`src/tecfh_pkg.sv`:
```
package tecfh_pkg;

	// ------------------------------------------------------------
	// register indices (byte address is four times the index)
	// ------------------------------------------------------------
	localparam logic [2:0] TECFH_IDX_CAPABILITY = 3'h0;
	localparam logic [2:0] TECFH_IDX_CONFIG = 3'h1;
	localparam logic [2:0] TECFH_IDX_UPPER = 3'h2;
	localparam logic [2:0] TECFH_IDX_LOWER = 3'h3;
	localparam logic [2:0] TECFH_IDX_CRITICAL = 3'h4;
	localparam logic [2:0] TECFH_IDX_TEMP = 3'h5;

	// ------------------------------------------------------------
	// configuration field positions
	// ------------------------------------------------------------
	localparam int TECFH_CFG_MODE = 0;
	localparam int TECFH_CFG_POL = 1;
	localparam int TECFH_CFG_CRIT_ONLY = 2;
	localparam int TECFH_CFG_OUT_EN = 3;
	localparam int TECFH_CFG_STATUS = 4;
	localparam int TECFH_CFG_CLEAR = 5;
	localparam int TECFH_CFG_ALARM_LOCK = 6;
	localparam int TECFH_CFG_CRIT_LOCK = 7;
	localparam int TECFH_CFG_SHUTDOWN = 8;
	localparam int TECFH_CFG_HYST_LO = 9;
	localparam int TECFH_CFG_HYST_HI = 10;

	// temperature readout trip status positions
	localparam int TECFH_TEMP_CRIT = 15;
	localparam int TECFH_TEMP_ABOVE = 14;
	localparam int TECFH_TEMP_BELOW = 13;

	// ------------------------------------------------------------
	// reset values and constants
	// ------------------------------------------------------------
	localparam logic [15:0] TECFH_CAPABILITY_VALUE = 16'h0009;
	localparam logic [12:0] TECFH_LIMIT_RESET = 13'h0000;
	localparam logic TECFH_BIT_RESET = 1'b0;
	localparam logic [1:0] TECFH_HYST_RESET = 2'h0;
	localparam logic [31:0] TECFH_PRDATA_RESET = 32'h00000000;

	// hysteresis in temperature LSBs of 0.0625 degC
	localparam logic [1:0] TECFH_HYST_OFF = 2'h0;
	localparam logic [1:0] TECFH_HYST_1P5 = 2'h1;
	localparam logic [1:0] TECFH_HYST_3P0 = 2'h2;
	localparam logic [1:0] TECFH_HYST_6P0 = 2'h3;
	localparam logic signed [13:0] TECFH_HYS_LSB_1P5 = 14'sh0018;
	localparam logic signed [13:0] TECFH_HYS_LSB_3P0 = 14'sh0030;
	localparam logic signed [13:0] TECFH_HYS_LSB_6P0 = 14'sh0060;
	localparam logic signed [13:0] TECFH_HYS_LSB_0 = 14'sh0000;

endpackage

```
`src/tecfh_top.sv`:
```
// Our own choices: the register addresses and the APB interface to the registers.
`timescale 1ns/1ps
// Notes on behaviour
// config bit 0: 0 comparator mode (default), 1 interrupt mode
// config bit 1: 0 active-low event (default), 1 active-high
// config bit 2: 1 means event only on critical trip
// alarm lock freezes the critical-only bit
// config bit 3 enables the event output, default disabled
// either lock freezes mode, polarity and output enable
// bit 4 reads 1 while this device asserts an event
// writing 1 to bit 5 clears an interrupt-mode event
// clear-event bit always reads back 0
// clear-event write does nothing in comparator mode
// alarm lock sticks and blocks upper and lower boundary writes
// critical lock sticks and blocks critical limit writes
// locks clear only by power-on reset, never by software
// one write is enough to set a lock
// shutdown stops sensing and asserts no events
// locks refuse setting shutdown but allow clearing it
// bits 10:9 pick hysteresis: off, 1.5, 3, 6 degC
// hysteresis also governs event de-assertion; locks freeze it
// below status sets under lower minus hys, clears at lower
// above status sets over upper, clears at upper minus hys
// trip status bits appear in temperature readout
// cleared interrupt event stays off until next trigger
// critical trip acts as comparator, software cannot clear it
// above bit holds until temperature at or below upper minus hys
// locked fields hold while unlocked fields of same write update
// event driven only when enabled, with polarity, idle in shutdown
module tecfh_top
	import tecfh_pkg::*;
(
	input wire logic pclk,
	input wire logic presetn,
	input wire logic psel,
	input wire logic penable,
	input wire logic pwrite,
	input wire logic [7:0] paddr,
	input wire logic [31:0] pwdata,
	output logic [31:0] prdata,
	output logic pready,
	output logic pslverr,
	input wire logic sample_valid,
	input wire logic [12:0] sample_temp,
	output logic sensing_enable,
	output logic event_out,
	output logic event_oe
);

	// ------------------------------------------------------------
	// state
	// ------------------------------------------------------------
	typedef struct packed {
		logic mode;
		logic pol;
		logic crit_only;
		logic out_en;
		logic alarm_lock;
		logic crit_lock;
		logic shutdown;
		logic [1:0] hyst;
		logic [12:0] upper;
		logic [12:0] lower;
		logic [12:0] crit;
		logic [12:0] temp;
		logic trip_crit;
		logic trip_above;
		logic trip_below;
		logic int_evt;
		logic pin_level;
		logic [31:0] rdata;
	} tecfh_state_type;

	tecfh_state_type state_q;
	tecfh_state_type state_d;

	// ------------------------------------------------------------
	// bus decode
	// ------------------------------------------------------------
	logic [2:0] idx;
	logic addr_ok;
	logic ro_reg;
	logic bad_access;
	logic wr_fire;
	logic setup;
	logic any_lock;
	logic signed [13:0] hys;
	logic signed [13:0] t_s;
	logic signed [13:0] up_s;
	logic signed [13:0] lo_s;
	logic signed [13:0] cr_s;
	logic alarm_trig;
	logic crit_rise;
	logic clear_evt;
	logic evt_active;
	logic [15:0] cfg_read;
	logic [15:0] temp_read;

	assign idx = paddr[4:2];
	assign addr_ok = (paddr[1:0] == 2'h0) && (paddr[7:5] == 3'h0) && (idx <= TECFH_IDX_TEMP);
	assign ro_reg = (idx == TECFH_IDX_CAPABILITY) || (idx == TECFH_IDX_TEMP);
	assign bad_access = !addr_ok || (pwrite && ro_reg);
	assign setup = psel && !penable;
	assign wr_fire = psel && penable && pwrite && !bad_access;

	// zero wait states; errors flag unmapped and read-only writes
	assign pready = 1'b1;
	assign pslverr = psel && penable && bad_access;
	assign prdata = state_q.rdata;
	assign any_lock = state_q.alarm_lock || state_q.crit_lock;

	// ------------------------------------------------------------
	// hysteresis and thresholds
	// ------------------------------------------------------------
	// hysteresis select
	always_comb begin
		unique case (state_q.hyst)
			TECFH_HYST_OFF: hys = TECFH_HYS_LSB_0;
			TECFH_HYST_1P5: hys = TECFH_HYS_LSB_1P5;
			TECFH_HYST_3P0: hys = TECFH_HYS_LSB_3P0;
			TECFH_HYST_6P0: hys = TECFH_HYS_LSB_6P0;
		endcase
	end

	// one guard bit so subtracting hysteresis never wraps
	assign t_s = {sample_temp[12], sample_temp};
	assign up_s = {state_q.upper[12], state_q.upper};
	assign lo_s = {state_q.lower[12], state_q.lower};
	assign cr_s = {state_q.crit[12], state_q.crit};

	// ------------------------------------------------------------
	// readback images
	// ------------------------------------------------------------
	// status bit shows the asserted event
	// clear-event bit reads 0
	always_comb begin
		cfg_read = 16'h0000;
		cfg_read[TECFH_CFG_MODE] = state_q.mode;
		cfg_read[TECFH_CFG_POL] = state_q.pol;
		cfg_read[TECFH_CFG_CRIT_ONLY] = state_q.crit_only;
		cfg_read[TECFH_CFG_OUT_EN] = state_q.out_en;
		cfg_read[TECFH_CFG_STATUS] = evt_active;
		cfg_read[TECFH_CFG_CLEAR] = 1'b0;
		cfg_read[TECFH_CFG_ALARM_LOCK] = state_q.alarm_lock;
		cfg_read[TECFH_CFG_CRIT_LOCK] = state_q.crit_lock;
		cfg_read[TECFH_CFG_SHUTDOWN] = state_q.shutdown;
		cfg_read[TECFH_CFG_HYST_HI:TECFH_CFG_HYST_LO] = state_q.hyst;
	end

	// trip status in temperature readout
	always_comb begin
		temp_read = {3'h0, state_q.temp};
		temp_read[TECFH_TEMP_CRIT] = state_q.trip_crit;
		temp_read[TECFH_TEMP_ABOVE] = state_q.trip_above;
		temp_read[TECFH_TEMP_BELOW] = state_q.trip_below;
	end

	// ------------------------------------------------------------
	// event condition
	// ------------------------------------------------------------
	// critical trip cannot be cleared by software
	// no event while shut down
	// critical-only selection
	// mode selects comparator or interrupt behaviour
	always_comb begin
		if (state_q.shutdown) begin
			evt_active = 1'b0;
		end else if (state_q.mode) begin
			evt_active = state_q.int_evt || state_q.trip_crit;
		end else if (state_q.crit_only) begin
			evt_active = state_q.trip_crit;
		end else begin
			evt_active = state_q.trip_crit || state_q.trip_above || state_q.trip_below;
		end
	end

	// ------------------------------------------------------------
	// next state
	// ------------------------------------------------------------
	always_comb begin
		state_d = state_q;
		alarm_trig = 1'b0;
		crit_rise = 1'b0;
		clear_evt = 1'b0;

		if (setup) begin
			unique case (idx)
				TECFH_IDX_CAPABILITY: state_d.rdata = {16'h0000, TECFH_CAPABILITY_VALUE};
				TECFH_IDX_CONFIG: state_d.rdata = {16'h0000, cfg_read};
				TECFH_IDX_UPPER: state_d.rdata = {16'h0000, 3'h0, state_q.upper};
				TECFH_IDX_LOWER: state_d.rdata = {16'h0000, 3'h0, state_q.lower};
				TECFH_IDX_CRITICAL: state_d.rdata = {16'h0000, 3'h0, state_q.crit};
				TECFH_IDX_TEMP: state_d.rdata = {16'h0000, temp_read};
				default: state_d.rdata = TECFH_PRDATA_RESET;
			endcase
			if (!addr_ok || pwrite) begin
				state_d.rdata = TECFH_PRDATA_RESET;
			end
		end

		if (wr_fire && idx == TECFH_IDX_CONFIG) begin
			// frozen under either lock
			// unlocked fields still take the write
			if (!any_lock) begin
				state_d.mode = pwdata[TECFH_CFG_MODE];
				state_d.pol = pwdata[TECFH_CFG_POL];
				state_d.out_en = pwdata[TECFH_CFG_OUT_EN];
				// hysteresis frozen by locks
				state_d.hyst = pwdata[TECFH_CFG_HYST_HI:TECFH_CFG_HYST_LO];
				state_d.shutdown = pwdata[TECFH_CFG_SHUTDOWN];
			end else begin
				// shutdown may only be cleared while locked
				state_d.shutdown = state_q.shutdown && pwdata[TECFH_CFG_SHUTDOWN];
			end
			// alarm lock freezes critical-only
			if (!state_q.alarm_lock) begin
				state_d.crit_only = pwdata[TECFH_CFG_CRIT_ONLY];
			end
			// sticky locks
			// a single write sets them
			state_d.alarm_lock = state_q.alarm_lock || pwdata[TECFH_CFG_ALARM_LOCK];
			state_d.crit_lock = state_q.crit_lock || pwdata[TECFH_CFG_CRIT_LOCK];
			// clear only counts in interrupt mode
			// comparator mode ignores it
			clear_evt = pwdata[TECFH_CFG_CLEAR] && state_q.mode;
		end

		// alarm lock blocks boundary writes
		if (wr_fire && idx == TECFH_IDX_UPPER && !state_q.alarm_lock) begin
			state_d.upper = pwdata[12:0];
		end
		if (wr_fire && idx == TECFH_IDX_LOWER && !state_q.alarm_lock) begin
			state_d.lower = pwdata[12:0];
		end
		// critical lock blocks limit writes
		if (wr_fire && idx == TECFH_IDX_CRITICAL && !state_q.crit_lock) begin
			state_d.crit = pwdata[12:0];
		end

		// trips only follow fresh samples while sensing runs
		if (sample_valid && !state_q.shutdown) begin
			state_d.temp = sample_temp;
			// critical de-assert uses hysteresis
			if (t_s >= cr_s) begin
				state_d.trip_crit = 1'b1;
			end else if (t_s < cr_s - hys) begin
				state_d.trip_crit = 1'b0;
			end
			// above window set and clear
			// hold until at or below upper minus hys
			if (t_s > up_s) begin
				state_d.trip_above = 1'b1;
			end else if (t_s <= up_s - hys) begin
				state_d.trip_above = 1'b0;
			end
			// below window set and clear
			if (t_s < lo_s - hys) begin
				state_d.trip_below = 1'b1;
			end else if (t_s >= lo_s) begin
				state_d.trip_below = 1'b0;
			end
			alarm_trig = (state_d.trip_above != state_q.trip_above) ||
				(state_d.trip_below != state_q.trip_below);
			crit_rise = state_d.trip_crit && !state_q.trip_crit;
		end

		// cleared event waits for the next trigger; a trigger wins
		if ((alarm_trig && !state_q.crit_only) || crit_rise) begin
			state_d.int_evt = 1'b1;
		end else if (clear_evt) begin
			state_d.int_evt = 1'b0;
		end
		if (!state_q.mode) begin
			state_d.int_evt = 1'b0;
		end

		// idle unless enabled
		// output enable gate
		// polarity
		state_d.pin_level = (state_q.out_en && evt_active) ? state_q.pol : !state_q.pol;
	end

	// ------------------------------------------------------------
	// registers
	// ------------------------------------------------------------
	always_ff @(posedge pclk or negedge presetn) begin
		if (!presetn) begin
			state_q.mode <= TECFH_BIT_RESET;
			state_q.pol <= TECFH_BIT_RESET;
			state_q.crit_only <= TECFH_BIT_RESET;
			state_q.out_en <= TECFH_BIT_RESET;
			state_q.alarm_lock <= TECFH_BIT_RESET;
			state_q.crit_lock <= TECFH_BIT_RESET;
			state_q.shutdown <= TECFH_BIT_RESET;
			state_q.hyst <= TECFH_HYST_RESET;
			state_q.upper <= TECFH_LIMIT_RESET;
			state_q.lower <= TECFH_LIMIT_RESET;
			state_q.crit <= TECFH_LIMIT_RESET;
			state_q.temp <= TECFH_LIMIT_RESET;
			state_q.trip_crit <= TECFH_BIT_RESET;
			state_q.trip_above <= TECFH_BIT_RESET;
			state_q.trip_below <= TECFH_BIT_RESET;
			state_q.int_evt <= TECFH_BIT_RESET;
			// idle level of the default active-low pin is high
			state_q.pin_level <= !TECFH_BIT_RESET;
			state_q.rdata <= TECFH_PRDATA_RESET;
		end else begin
			state_q <= state_d;
		end
	end

	// ------------------------------------------------------------
	// outputs
	// ------------------------------------------------------------
	// converter disabled in shutdown
	assign sensing_enable = !state_q.shutdown;
	// open drain: only ever pull low, released means high
	assign event_out = 1'b0;
	assign event_oe = !state_q.pin_level;

endmodule

```
`config.mk`:
```
export PLATFORM = sky130hd
export DESIGN_NAME = tecfh_top
export DESIGN_NICKNAME = d
export VERILOG_FILES = /design/src/tecfh_pkg.sv /design/src/tecfh_top.sv
export SDC_FILE = /design/constraint.sdc
export NUM_CORES = 1
export LEC_CHECK = 0
export BUFFER_PORTS_ARGS = -buffer_cell sky130_fd_sc_hd__buf_2
export CAP_MARGIN = 20
export CORE_ASPECT_RATIO = 1.4
export CORE_MARGIN = 4
export CORE_UTILIZATION = 25
export DETAILED_ROUTE_END_ITERATION = 10
export GPL_TIMING_DRIVEN = 0
export RECOVER_POWER = 25
export SLEW_MARGIN = 10
export SYNTH_ARGS = -nofsm -noshare
export SYNTH_HDL_FRONTEND = slang
export SYNTH_SLANG_ARGS = --single-unit
```
`constraint.sdc`:
```
create_clock -name pclk -period 3.8 [get_ports pclk]
set_input_delay 0 -clock pclk [delete_from_list [all_inputs] [get_ports pclk]]
set_output_delay 0 -clock pclk [all_outputs]
set_load 0.02 [all_outputs]
```
# ---- Word level (Yosys, flattened, before mapping)
# Cells that the tools add are included.
dict set report totals {
  reg_bits 98
  output_inout_bits 37
  input_bits 59
}
dict set report classes {
  add_sub_neg 3
  order_cmp 7
  mux 23
  n_bitwise 2
  reduce_logical 48
  n_eq_ne 11
}
# operator n
set ops {}
lappend ops {{16-bit case mux with 6 select lines} 1}
lappend ops {{14-bit case mux with 4 select lines} 1}
lappend ops {{13-bit by 14-bit subtractor with 14-bit output} 3}
lappend ops {{32-bit 2-to-1 mux} 1}
lappend ops {{13-bit by 14-bit less-than comparator with 1-bit output} 2}
lappend ops {{13-bit greater-or-equal comparator} 2}
lappend ops {{1-bit logical AND} 21}
lappend ops {{1-bit 2-to-1 mux} 20}
lappend ops {{13-bit by 14-bit less-or-equal comparator with 1-bit output} 1}
lappend ops {{13-bit > comparator} 1}
lappend ops {{1-bit logical OR} 11}
lappend ops {{1-bit zero test} 10}
lappend ops {{3-bit by 2-bit equality test with 1-bit output (second input constant)} 2}
lappend ops {{3-bit equality test (second input constant)} 2}
lappend ops {{3-bit zero test} 2}
lappend ops {{2-bit equality test (second input constant)} 2}
lappend ops {{2-bit zero test} 2}
lappend ops {{2-bit AND reduction} 2}
lappend ops {{3-bit by 1-bit equality test with 1-bit output (second input constant)} 1}
lappend ops {{3-bit less-or-equal comparator (second input constant)} 1}
lappend ops {{3-bit by 1-bit inequality test with 1-bit output (second input constant)} 1}
lappend ops {{2-bit by 1-bit equality test with 1-bit output (second input constant)} 1}
lappend ops {{1-bit inequality test} 2}
lappend ops {{1-bit NOT} 2}

# ---- Logic depth before layout (Yosys ltp)
# Gate-level depths: netlist of run 1.
dict set report depth {
  depth_word 14
  depth_mapped 19
}

# ---- Least setup slack after synthesis of run 1
# OpenSTA, ideal clock, no wires.
dict set report synth_timing {
  path_type {register to register}
  from {reg state_q (netlist bit cfg_read[9])}
  to {reg state_q[33] (netlist bit)}
  stages_incl_launch_ff 19
  n_path_buf 0
  arrival_ps 3471
  path_slack_ps 200
  synth_period_minus_slack_ps 3600
  path_cell_list {dfrtp_1 inv_1 ha_1 inv_1 ha_1 a21o_1 a21o_1 a211oi_1 nand3_1 xnor2_1 ha_1 nand4_1 nor2_1 o311ai_0 o211ai_1 mux2i_1 nor2b_1 a211oi_1 o31ai_1}
}
dict set report synth_between {
  elab_chain_cells 14
  word_cells_on_any_way 30
  cone_classes {3 x add/sub; 3 x order compare; 6 x eq/ne; 13 x mux; 5 x reduce/logical}
}
# item line_no
set synth_lines {}
lappend synth_lines {{from (decl)} tecfh_top.sv:74} ;# tecfh_state_type state_q;
lappend synth_lines {{from (signal assigned)} tecfh_top.sv:308} ;# state_q <= state_d;
lappend synth_lines {{2-bit equality test, or another cell as far along} tecfh_top.sv:117} ;# unique case (state_q.hyst)
lappend synth_lines {{14-bit case mux with 4 select lines (*)} tecfh_top.sv:117}
lappend synth_lines {{13-bit by 14-bit subtractor with 14-bit output} tecfh_top.sv:253} ;# end else if (t_s <= up_s - hys) begin
lappend synth_lines {{13-bit by 14-bit less-or-equal comparator with 1-bit output} tecfh_top.sv:253}
lappend synth_lines {{1-bit 2-to-1 mux} tecfh_top.sv:253}
lappend synth_lines {{1-bit 2-to-1 mux} tecfh_top.sv:251} ;# if (t_s > up_s) begin
lappend synth_lines {{1-bit 2-to-1 mux} tecfh_top.sv:241} ;# if (sample_valid && !state_q.shutdown) begin
lappend synth_lines {{1-bit inequality test} tecfh_top.sv:262} ;# alarm_trig = (state_d.trip_above != state_q.trip_above) ||
lappend synth_lines {{1-bit logical OR} tecfh_top.sv:262}
lappend synth_lines {{1-bit 2-to-1 mux} tecfh_top.sv:241}
lappend synth_lines {{1-bit logical AND} tecfh_top.sv:268} ;# if ((alarm_trig && !state_q.crit_only) || crit_rise) begin
lappend synth_lines {{1-bit logical OR (*)} tecfh_top.sv:268}
lappend synth_lines {{1-bit 2-to-1 mux} tecfh_top.sv:268}
lappend synth_lines {{1-bit 2-to-1 mux} tecfh_top.sv:273} ;# if (!state_q.mode) begin
# Mark *: on every way between the ends. The rest lies on a longest branch, timed or not. The select of a mux whose other input is x is not followed.
# A chain may end at the register's enable or synchronous reset.

# ---- Final worst setup path of run 1
dict set report layout_timing {
  from {reg state_q (netlist bit cfg_read[10])}
  to {reg state_q[33] (netlist bit)}
}
# Same word-level chain as after synthesis.

==> results of run 1 <==
-- final timing paths --
check,from,endpoint,slack (ps),cells past startpoint
setup / recovery,cfg_read[10]$_DFFE_PN0P_,state_q[33]$_DFFE_PN0P_,-30,18
hold / removal,sample_temp[7],state_q[44]$_DFFE_PN0P_,9,3
setup reg to reg,cfg_read[10]$_DFFE_PN0P_,state_q[33]$_DFFE_PN0P_,-30,18
hold reg to reg,cfg_read[1]$_DFFE_PN0P_,state_q[32]$_DFF_PN1_,470,1
max in group asynchronous,presetn,cfg_read[9]$_DFFE_PN0P_,850,2
min in group asynchronous,presetn,cr_s[1]$_DFFE_PN0P_,1110,2
-- worst max-delay path: cells and delay by family, from the launching register on --
kind	cells	cell delay, ps
compound gates	7	1310
fa+ha+maj	3	700
simple gates	4	550
flops	1	470
mux	1	350
buf+inv	2	180
xor+xnor	1	150
-- sequential cells by signal, indices dropped and copies added, names as in the netlist --
name	cells
prdata	16
state_q	31
cr_s	13
cfg_read	9
lo_s	13
-- layout by cell type (no fill, tap or decap), drive strengths merged, types with 21 or more instances in the layout --
cell | netlist | final
inv | 56 | 59
nor2 | 37 | 37
xnor2 | 21 | 21
a21oi | 37 | 37
ha | 88 | 88
clkbuf | 17 | 27
o21ai | 60 | 60
dfrtp | 81 | 81
buf | 38 | 108
nand2 | 104 | 104
-- area by class of cell --
cell class	count	area (sq um)	share of cell area
Inverter	56	218	0.0273
Clock inverter	7	83.8	0.0105
Tap cell	315	394	0.0494
Buffer	55	337	0.0422
Timing Repair Buffer	91	603	0.0756
Multi-Input combinational cell	552	4060	0.509
Clock buffer	9	225	0.0282
Sequential cell	82	2060	0.258
-- routing by layer --
layer,up-vias,GRT usage,part of all wire
li1,2779,-,-
met1,2751,0.163,0.37
met2,206,0.260,0.50
met3,79,0.0197,0.049
met4,0,0.110,0.075
met5,-,0,0
-- cell families after synthesis --
kind of cell / Yosys count / share of synthesized area
AO/OA/AOI/OAI: 179 / 0.178
XOR/XNOR: 23 / 0.0316
adder cells (fa/ha/maj): 91 / 0.182
buffers and inverters: 111 / 0.0859
flip-flops: 82 / 0.322
multiplexers: 24 / 0.0397
other: 2 / 0.00118
AND/OR/NAND/NOR: 217 / 0.159
-- what timing repair did --
action                                  4_1_cts  5_1_grt
endpoints found under the setup margin        4        2
endpoints found under the hold margin        98        0
pin swaps                                    19       18
resized for setup                            33       19
buffers inserted                              6        6
hold buffers                                 20        0
-- per-stage QoR --
step                hold WS, ps  area, sq um
detailed placement         73.3         7130
CTS                        2.85         7850
floorplan                  -296         6430
global placement            273         7110
finish                     8.65         7980
global route               24.2         7980
-- power by group --
part	total (W)	internal (W)	switching (W)
combinational	0.000357	0.000137	0.000221
sequential	0.000921	0.000898	0.0000228
clock	0.000924	0.000521	0.000403
total	0.00220	0.00156	0.000646
==> impl_metrics.csv, run 1 <==
group,metric,value,unit
status,status,"finished, violations left",
status,violations,"capacitance limit, slew limit, setup timing",
yosys,ys.warnings.count,0,
yosys,netlist_area,6370,sq um
grt,antenna_found_initial,0,
placed_design,dp_slack,-783,ps
clocking,clk_latency,350,ps
sta,setup_slack,-35.0,ps
grt,grt_use_total,0.149,
sta,finalSetupTns,-35.0,ps
critical_path,critPathKind,"flop to flop",
critical_path,setup.worst_path.end_class,"flop",
critical_path,crit_chain,"inv_4 > ha_4 > inv_6 > ha_4 > a21o_1 > a21o_1 > a211oi_4 > nand3_1 > xnor2_1 > ha_1 > nand4_1 > nor2_4 > o311ai_4 > o211ai_1 > mux2i_2 > nor2b_1 > a211oi_2 > o31ai_1",
yosys,avgSynthCellArea,8.73,sq um
sta,hold_violations,0,
floorplan,die_area,28100,sq um
yosys,yosys_register_bits,82,
sta,max_slew_margin,-0.895,
layout,utilization,0.321,
power,leakage,3.92,nW
critical_path,critPathSlowestCell,"dfrtp_2",
layout,area_delta_synth_final,25.3,%
yosys,synth.largest_area_cell,"dfrtp_1",
layout,diodes,0,
placed_design,dp.cells,1119,
grt,grt.overflow.total,0,
drt,drtIter0Drc,335,
critical_path,cpPeakStageDelay,470,ps
sta,worstMarginPinSlew,2840,ps
grt,grt_pass1_vias,6068,
drt,wl_per_cell,17.8,um
sta,max_freq,261,MHz
grt,grt_pass1_wl,32000,um
yosys,ys_top_cells_by_count,"nand2_1, ha_1, dfrtp_1, o21ai_0, inv_1",
yosys,yosysUniqueCellTypes,59,
critical_path,crit_fanout,6,
hold_path,hold_path_class,"input pin to flop",
yosys,synth_top_area_frac,0.318,
floorplan,io_pins,96,
drt,ant_nets,0,
yosys,synth_edf_count,0,
sta,fin_crit,3830,ps
clocking,htree_levels,3,
layout,fin_cells,1167,
drt,first_pass_iters,5,
critical_path,arrival,4060,ps
power,vdd_drop_max,0.000212,V
yosys,synth_area_leaders,"dfrtp_1, ha_1, nand2_1, o21ai_0, buf_4",
yosys,yosysSeqAreaShare,0.322,
floorplan,fp.dieW,143,um
yosys,netlist_instances,729,
sta,min_period_over_period,1.01,
clocking,cts_max_path_buffers,2,
drt,vias,5815,
placed_design,hpwl,16700,um
layout,drive_gt1_frac,0.196,
power,total_power,0.00220,W
critical_path,start_kind,"flop",
run,cap_viol_max_count,1,
placed_design,place_congestion,0.860,
power,power.density,276,nW/um^2
layout,nFillCells,2606,
yosys,async_flop_share,1.00,
drt,wl,20800,um
drt,drcViolationCount,0,
drt,vias_per_cell,4.98,
yosys,yosysMostFrequentCell,"nand2_1",
clocking,clk_pin_slew,70,ps
floorplan,core_area,24800,sq um
floorplan,fp.dieH,197,um
critical_path,cp_data_required_time,4030,ps
yosys,synth_flop_cell,"dfrtp_1",
clocking,cts_root_buf,"clkbuf_16",
layout,final_nets,997,
sta,finalSetupViolations,1,
clocking,cts_made_buffers,9,
sta,rsz0062_at_grt,"yes",
floorplan,initial_core_util,0.256,
sta,drv_slew,48,
clocking,tritoncts,"built",
grt,grt_max_degree,49,
clocking,cts.sinks,82,
sta,fin_skew,6.16,ps
placed_design,io_buffers,58,
floorplan,rows,68,
(Power assumes the default switching activity.)
==> inputs of run 2 (changes only) <==
--- a/config.mk
+++ b/config.mk
@@ -9,7 +9,7 @@
 export CAP_MARGIN = 20
 export CORE_ASPECT_RATIO = 1.4
 export CORE_MARGIN = 4
-export CORE_UTILIZATION = 25
+export CORE_UTILIZATION = 35
 export DETAILED_ROUTE_END_ITERATION = 10
 export GPL_TIMING_DRIVEN = 0
 export RECOVER_POWER = 25
==> constraint.sdc (replaced) <==
create_clock -name pclk -period 3.8 [get_ports pclk]
set_input_delay 0.19 -clock pclk [delete_from_list [all_inputs] [get_ports pclk]]
set_output_delay 0.19 -clock pclk [all_outputs]
set_load 0.02 [all_outputs]
==> run 2 against run 1 <==
The flow still finishes with violations (capacitance limit, slew limit, setup timing). Worst setup slack worse by 44 ps. First-iteration DRC count up 33%. Non-clock buffer count fell by 20. Clock power shrank 2.7%. Hold slack better by 95 ps. Flip-flop and latch count unchanged. Critical path type unchanged. Count of clock-buffer cells in the layout increased by 4.
==> impl_metrics.csv, run 2 (synthesis gave the netlist of run 1 again) <==
group,metric,value,unit
layout,utilization,0.423,
critical_path,crit_fanout,4,
drt,drtIter0Drc,446,
grt,grt_max_degree,53,
sta,fin_crit,3880,ps
floorplan,die_area,20400,sq um
hold_path,holdPathStages,3,
sta,max_freq,258,MHz
placed_design,place_congestion,0.950,
critical_path,ff2ff_setup_slack,-80,ps
critical_path,cp_data_required_time,4020,ps
status,violations,"capacitance limit, slew limit, setup timing",
sta,setup_slack,-78.9,ps
drt,first_pass_iters,5,
layout,final_cell_mix,"nand2_1, ha_1, dfrtp_1",
clocking,htree_levels,3,
clocking,tritoncts,"built",
clocking,clk_pin_slew,60,ps
grt,grt.overflow.total,0,
power,vdd_drop_max,0.000212,V
layout,area_delta_synth_final,19.1,%
placed_design,hpwl,15800,um
layout,largest_reg_flops,31,
floorplan,rows,58,
placed_design,dp.cells,1044,
sta,finalSetupViolations,1,
sta,finalSetupTns,-78.9,ps
sta,min_period_over_period,1.02,
power,power.density,284,nW/um^2
layout,diodes,0,
drt,drcViolationCount,0,
grt,antenna_found_initial,0,
drt,vias_per_cell,5.24,
status,status,"finished, violations left",
sta,hold_ws,104,ps
drt,wl,19800,um
critical_path,start_kind,"flop",
power,leakage,3.82,nW
clocking,cts_made_buffers,9,
critical_path,critPathKind,"flop to flop",
sta,fin_skew,5.36,ps
sta,worstMarginPinSlew,1750,ps
layout,multi_input_area,3990,sq um
critical_path,arrival,4100,ps
grt,grt_pass1_vias,5521,
grt,grt_pass1_wl,30100,um
layout,drive_gt1_frac,0.190,
drt,vias,5618,
layout,layout_commonest_cell,"nand2_1",
grt,grt_use_total,0.194,
floorplan,core_area,17900,sq um
sta,hold_violations,0,
sta,drv_slew,32,
clocking,cts_root_buf,"clkbuf_16",
layout,regArea,2060,sq um
drt,ant_nets,0,
floorplan,initial_core_util,0.355,
sta,rsz0062_at_grt,"yes",
layout,final_nets,977,
placed_design,io_buffers,58,
layout,top_register,"state_q",
layout,final_area,7590,sq um
run,cap_viol_max_count,1,
floorplan,io_pins,96,
critical_path,setup.worst_path.end_class,"flop",
layout,fin_cells,1072,
sta,max_slew_margin,-0.168,
clocking,clk_latency,340,ps
critical_path,r2r_cells,17,
clocking,cts_max_path_buffers,2,
clocking,cts.sinks,82,
drt,wl_per_cell,18.5,um
placed_design,postPlaceCellArea,7050,sq um
floorplan,fp.dieW,122,um
hold_path,hold_path_class,"input pin to flop",
layout,nFillCells,1813,
floorplan,fp.dieH,168,um
==> run 2: cell types whose count changed in the layout (fill, tap and decap cells not counted), sizes merged <==
cell	before	now
dlygate4sd3	20	1
clkbuf	27	32
inv	59	56
buf	108	106
clkinvlp	1	0
==> run 2: critical path: stages (launching register included) <==
cell and delay [ps]:
dfrtp_2 460, inv_2 80, ha_1 210, o21bai_2 250
ha_4 250, a21o_1 220, a211oi_4 320, nand3_2 130
xnor2_2 150, ha_1 300, nand4_1 170, nor2_4 150
o311ai_2 110, o211ai_1 140, mux2i_2 380, nor2b_1 110
a211oi_2 240, o31ai_1 90
==> run 2: timing repair <==
action                                  CTS  global route
pin swaps                                 7            17
endpoints found under the setup margin    4             4
hold endpoints to repair                 30             0
gates resized for setup                  16            20
hold buffers                              1             0
setup buffers                             4             7
==> run 2: cell type report <==
type | count | area share
tap | 240 | 0.0396
buffer | 55 | 0.0444
clock buffer | 13 | 0.0343
timing repair buffer | 71 | 0.0510
sequential | 82 | 0.271
inverter | 56 | 0.0287
clock inverter | 3 | 0.00528
multi-input combinational | 552 | 0.526
==> run 2: per-stage QoR <==
step / setup slack (ps) / power [W]
6_report: -78.9 / 0.00215
5_1_grt: -270 / 0.00224
4_1_cts: -73.2 / 0.00216
3_5_place_dp: -716 / 0.00126
3_3_place_gp: -680 / 0.00125
2_1_floorplan: 200 / 0.00112
==> run 2: where the power goes <==
part	switching [W]	total, W	internal [W]	leakage, nW
logic	0.000211	0.000331	0.000120	2.76
clock network	0.000355	0.000899	0.000544	0.150
registers	0.0000231	0.000922	0.000899	0.917
total	0.000589	0.00215	0.00156	3.82
==> run 2: per-layer routing <==
metal / GRT usage / vias up / wire, um
met2: 0.349 / 177 / 10300
li1: - / 2734 / -
met3: 0.0247 / 45 / 874
met4: 0.0931 / 0 / 875
met1: 0.223 / 2662 / 7770
met5: 0 / - / 0
==> run 2: worst paths after layout <==
check                                     endpoint                    start
min reg2reg                state_q[38]$_DFFE_PN0P_  state_q[38]$_DFFE_PN0P_
max                        state_q[33]$_DFFE_PN0P_  cfg_read[9]$_DFFE_PN0P_
max in group asynchronous  cfg_read[8]$_DFFE_PN0P_                  presetn
min in group asynchronous  state_q[77]$_DFFE_PN0P_                  presetn
max reg2reg                state_q[33]$_DFFE_PN0P_  cfg_read[9]$_DFFE_PN0P_
min                        state_q[87]$_DFFE_PN0P_               pwdata[11]
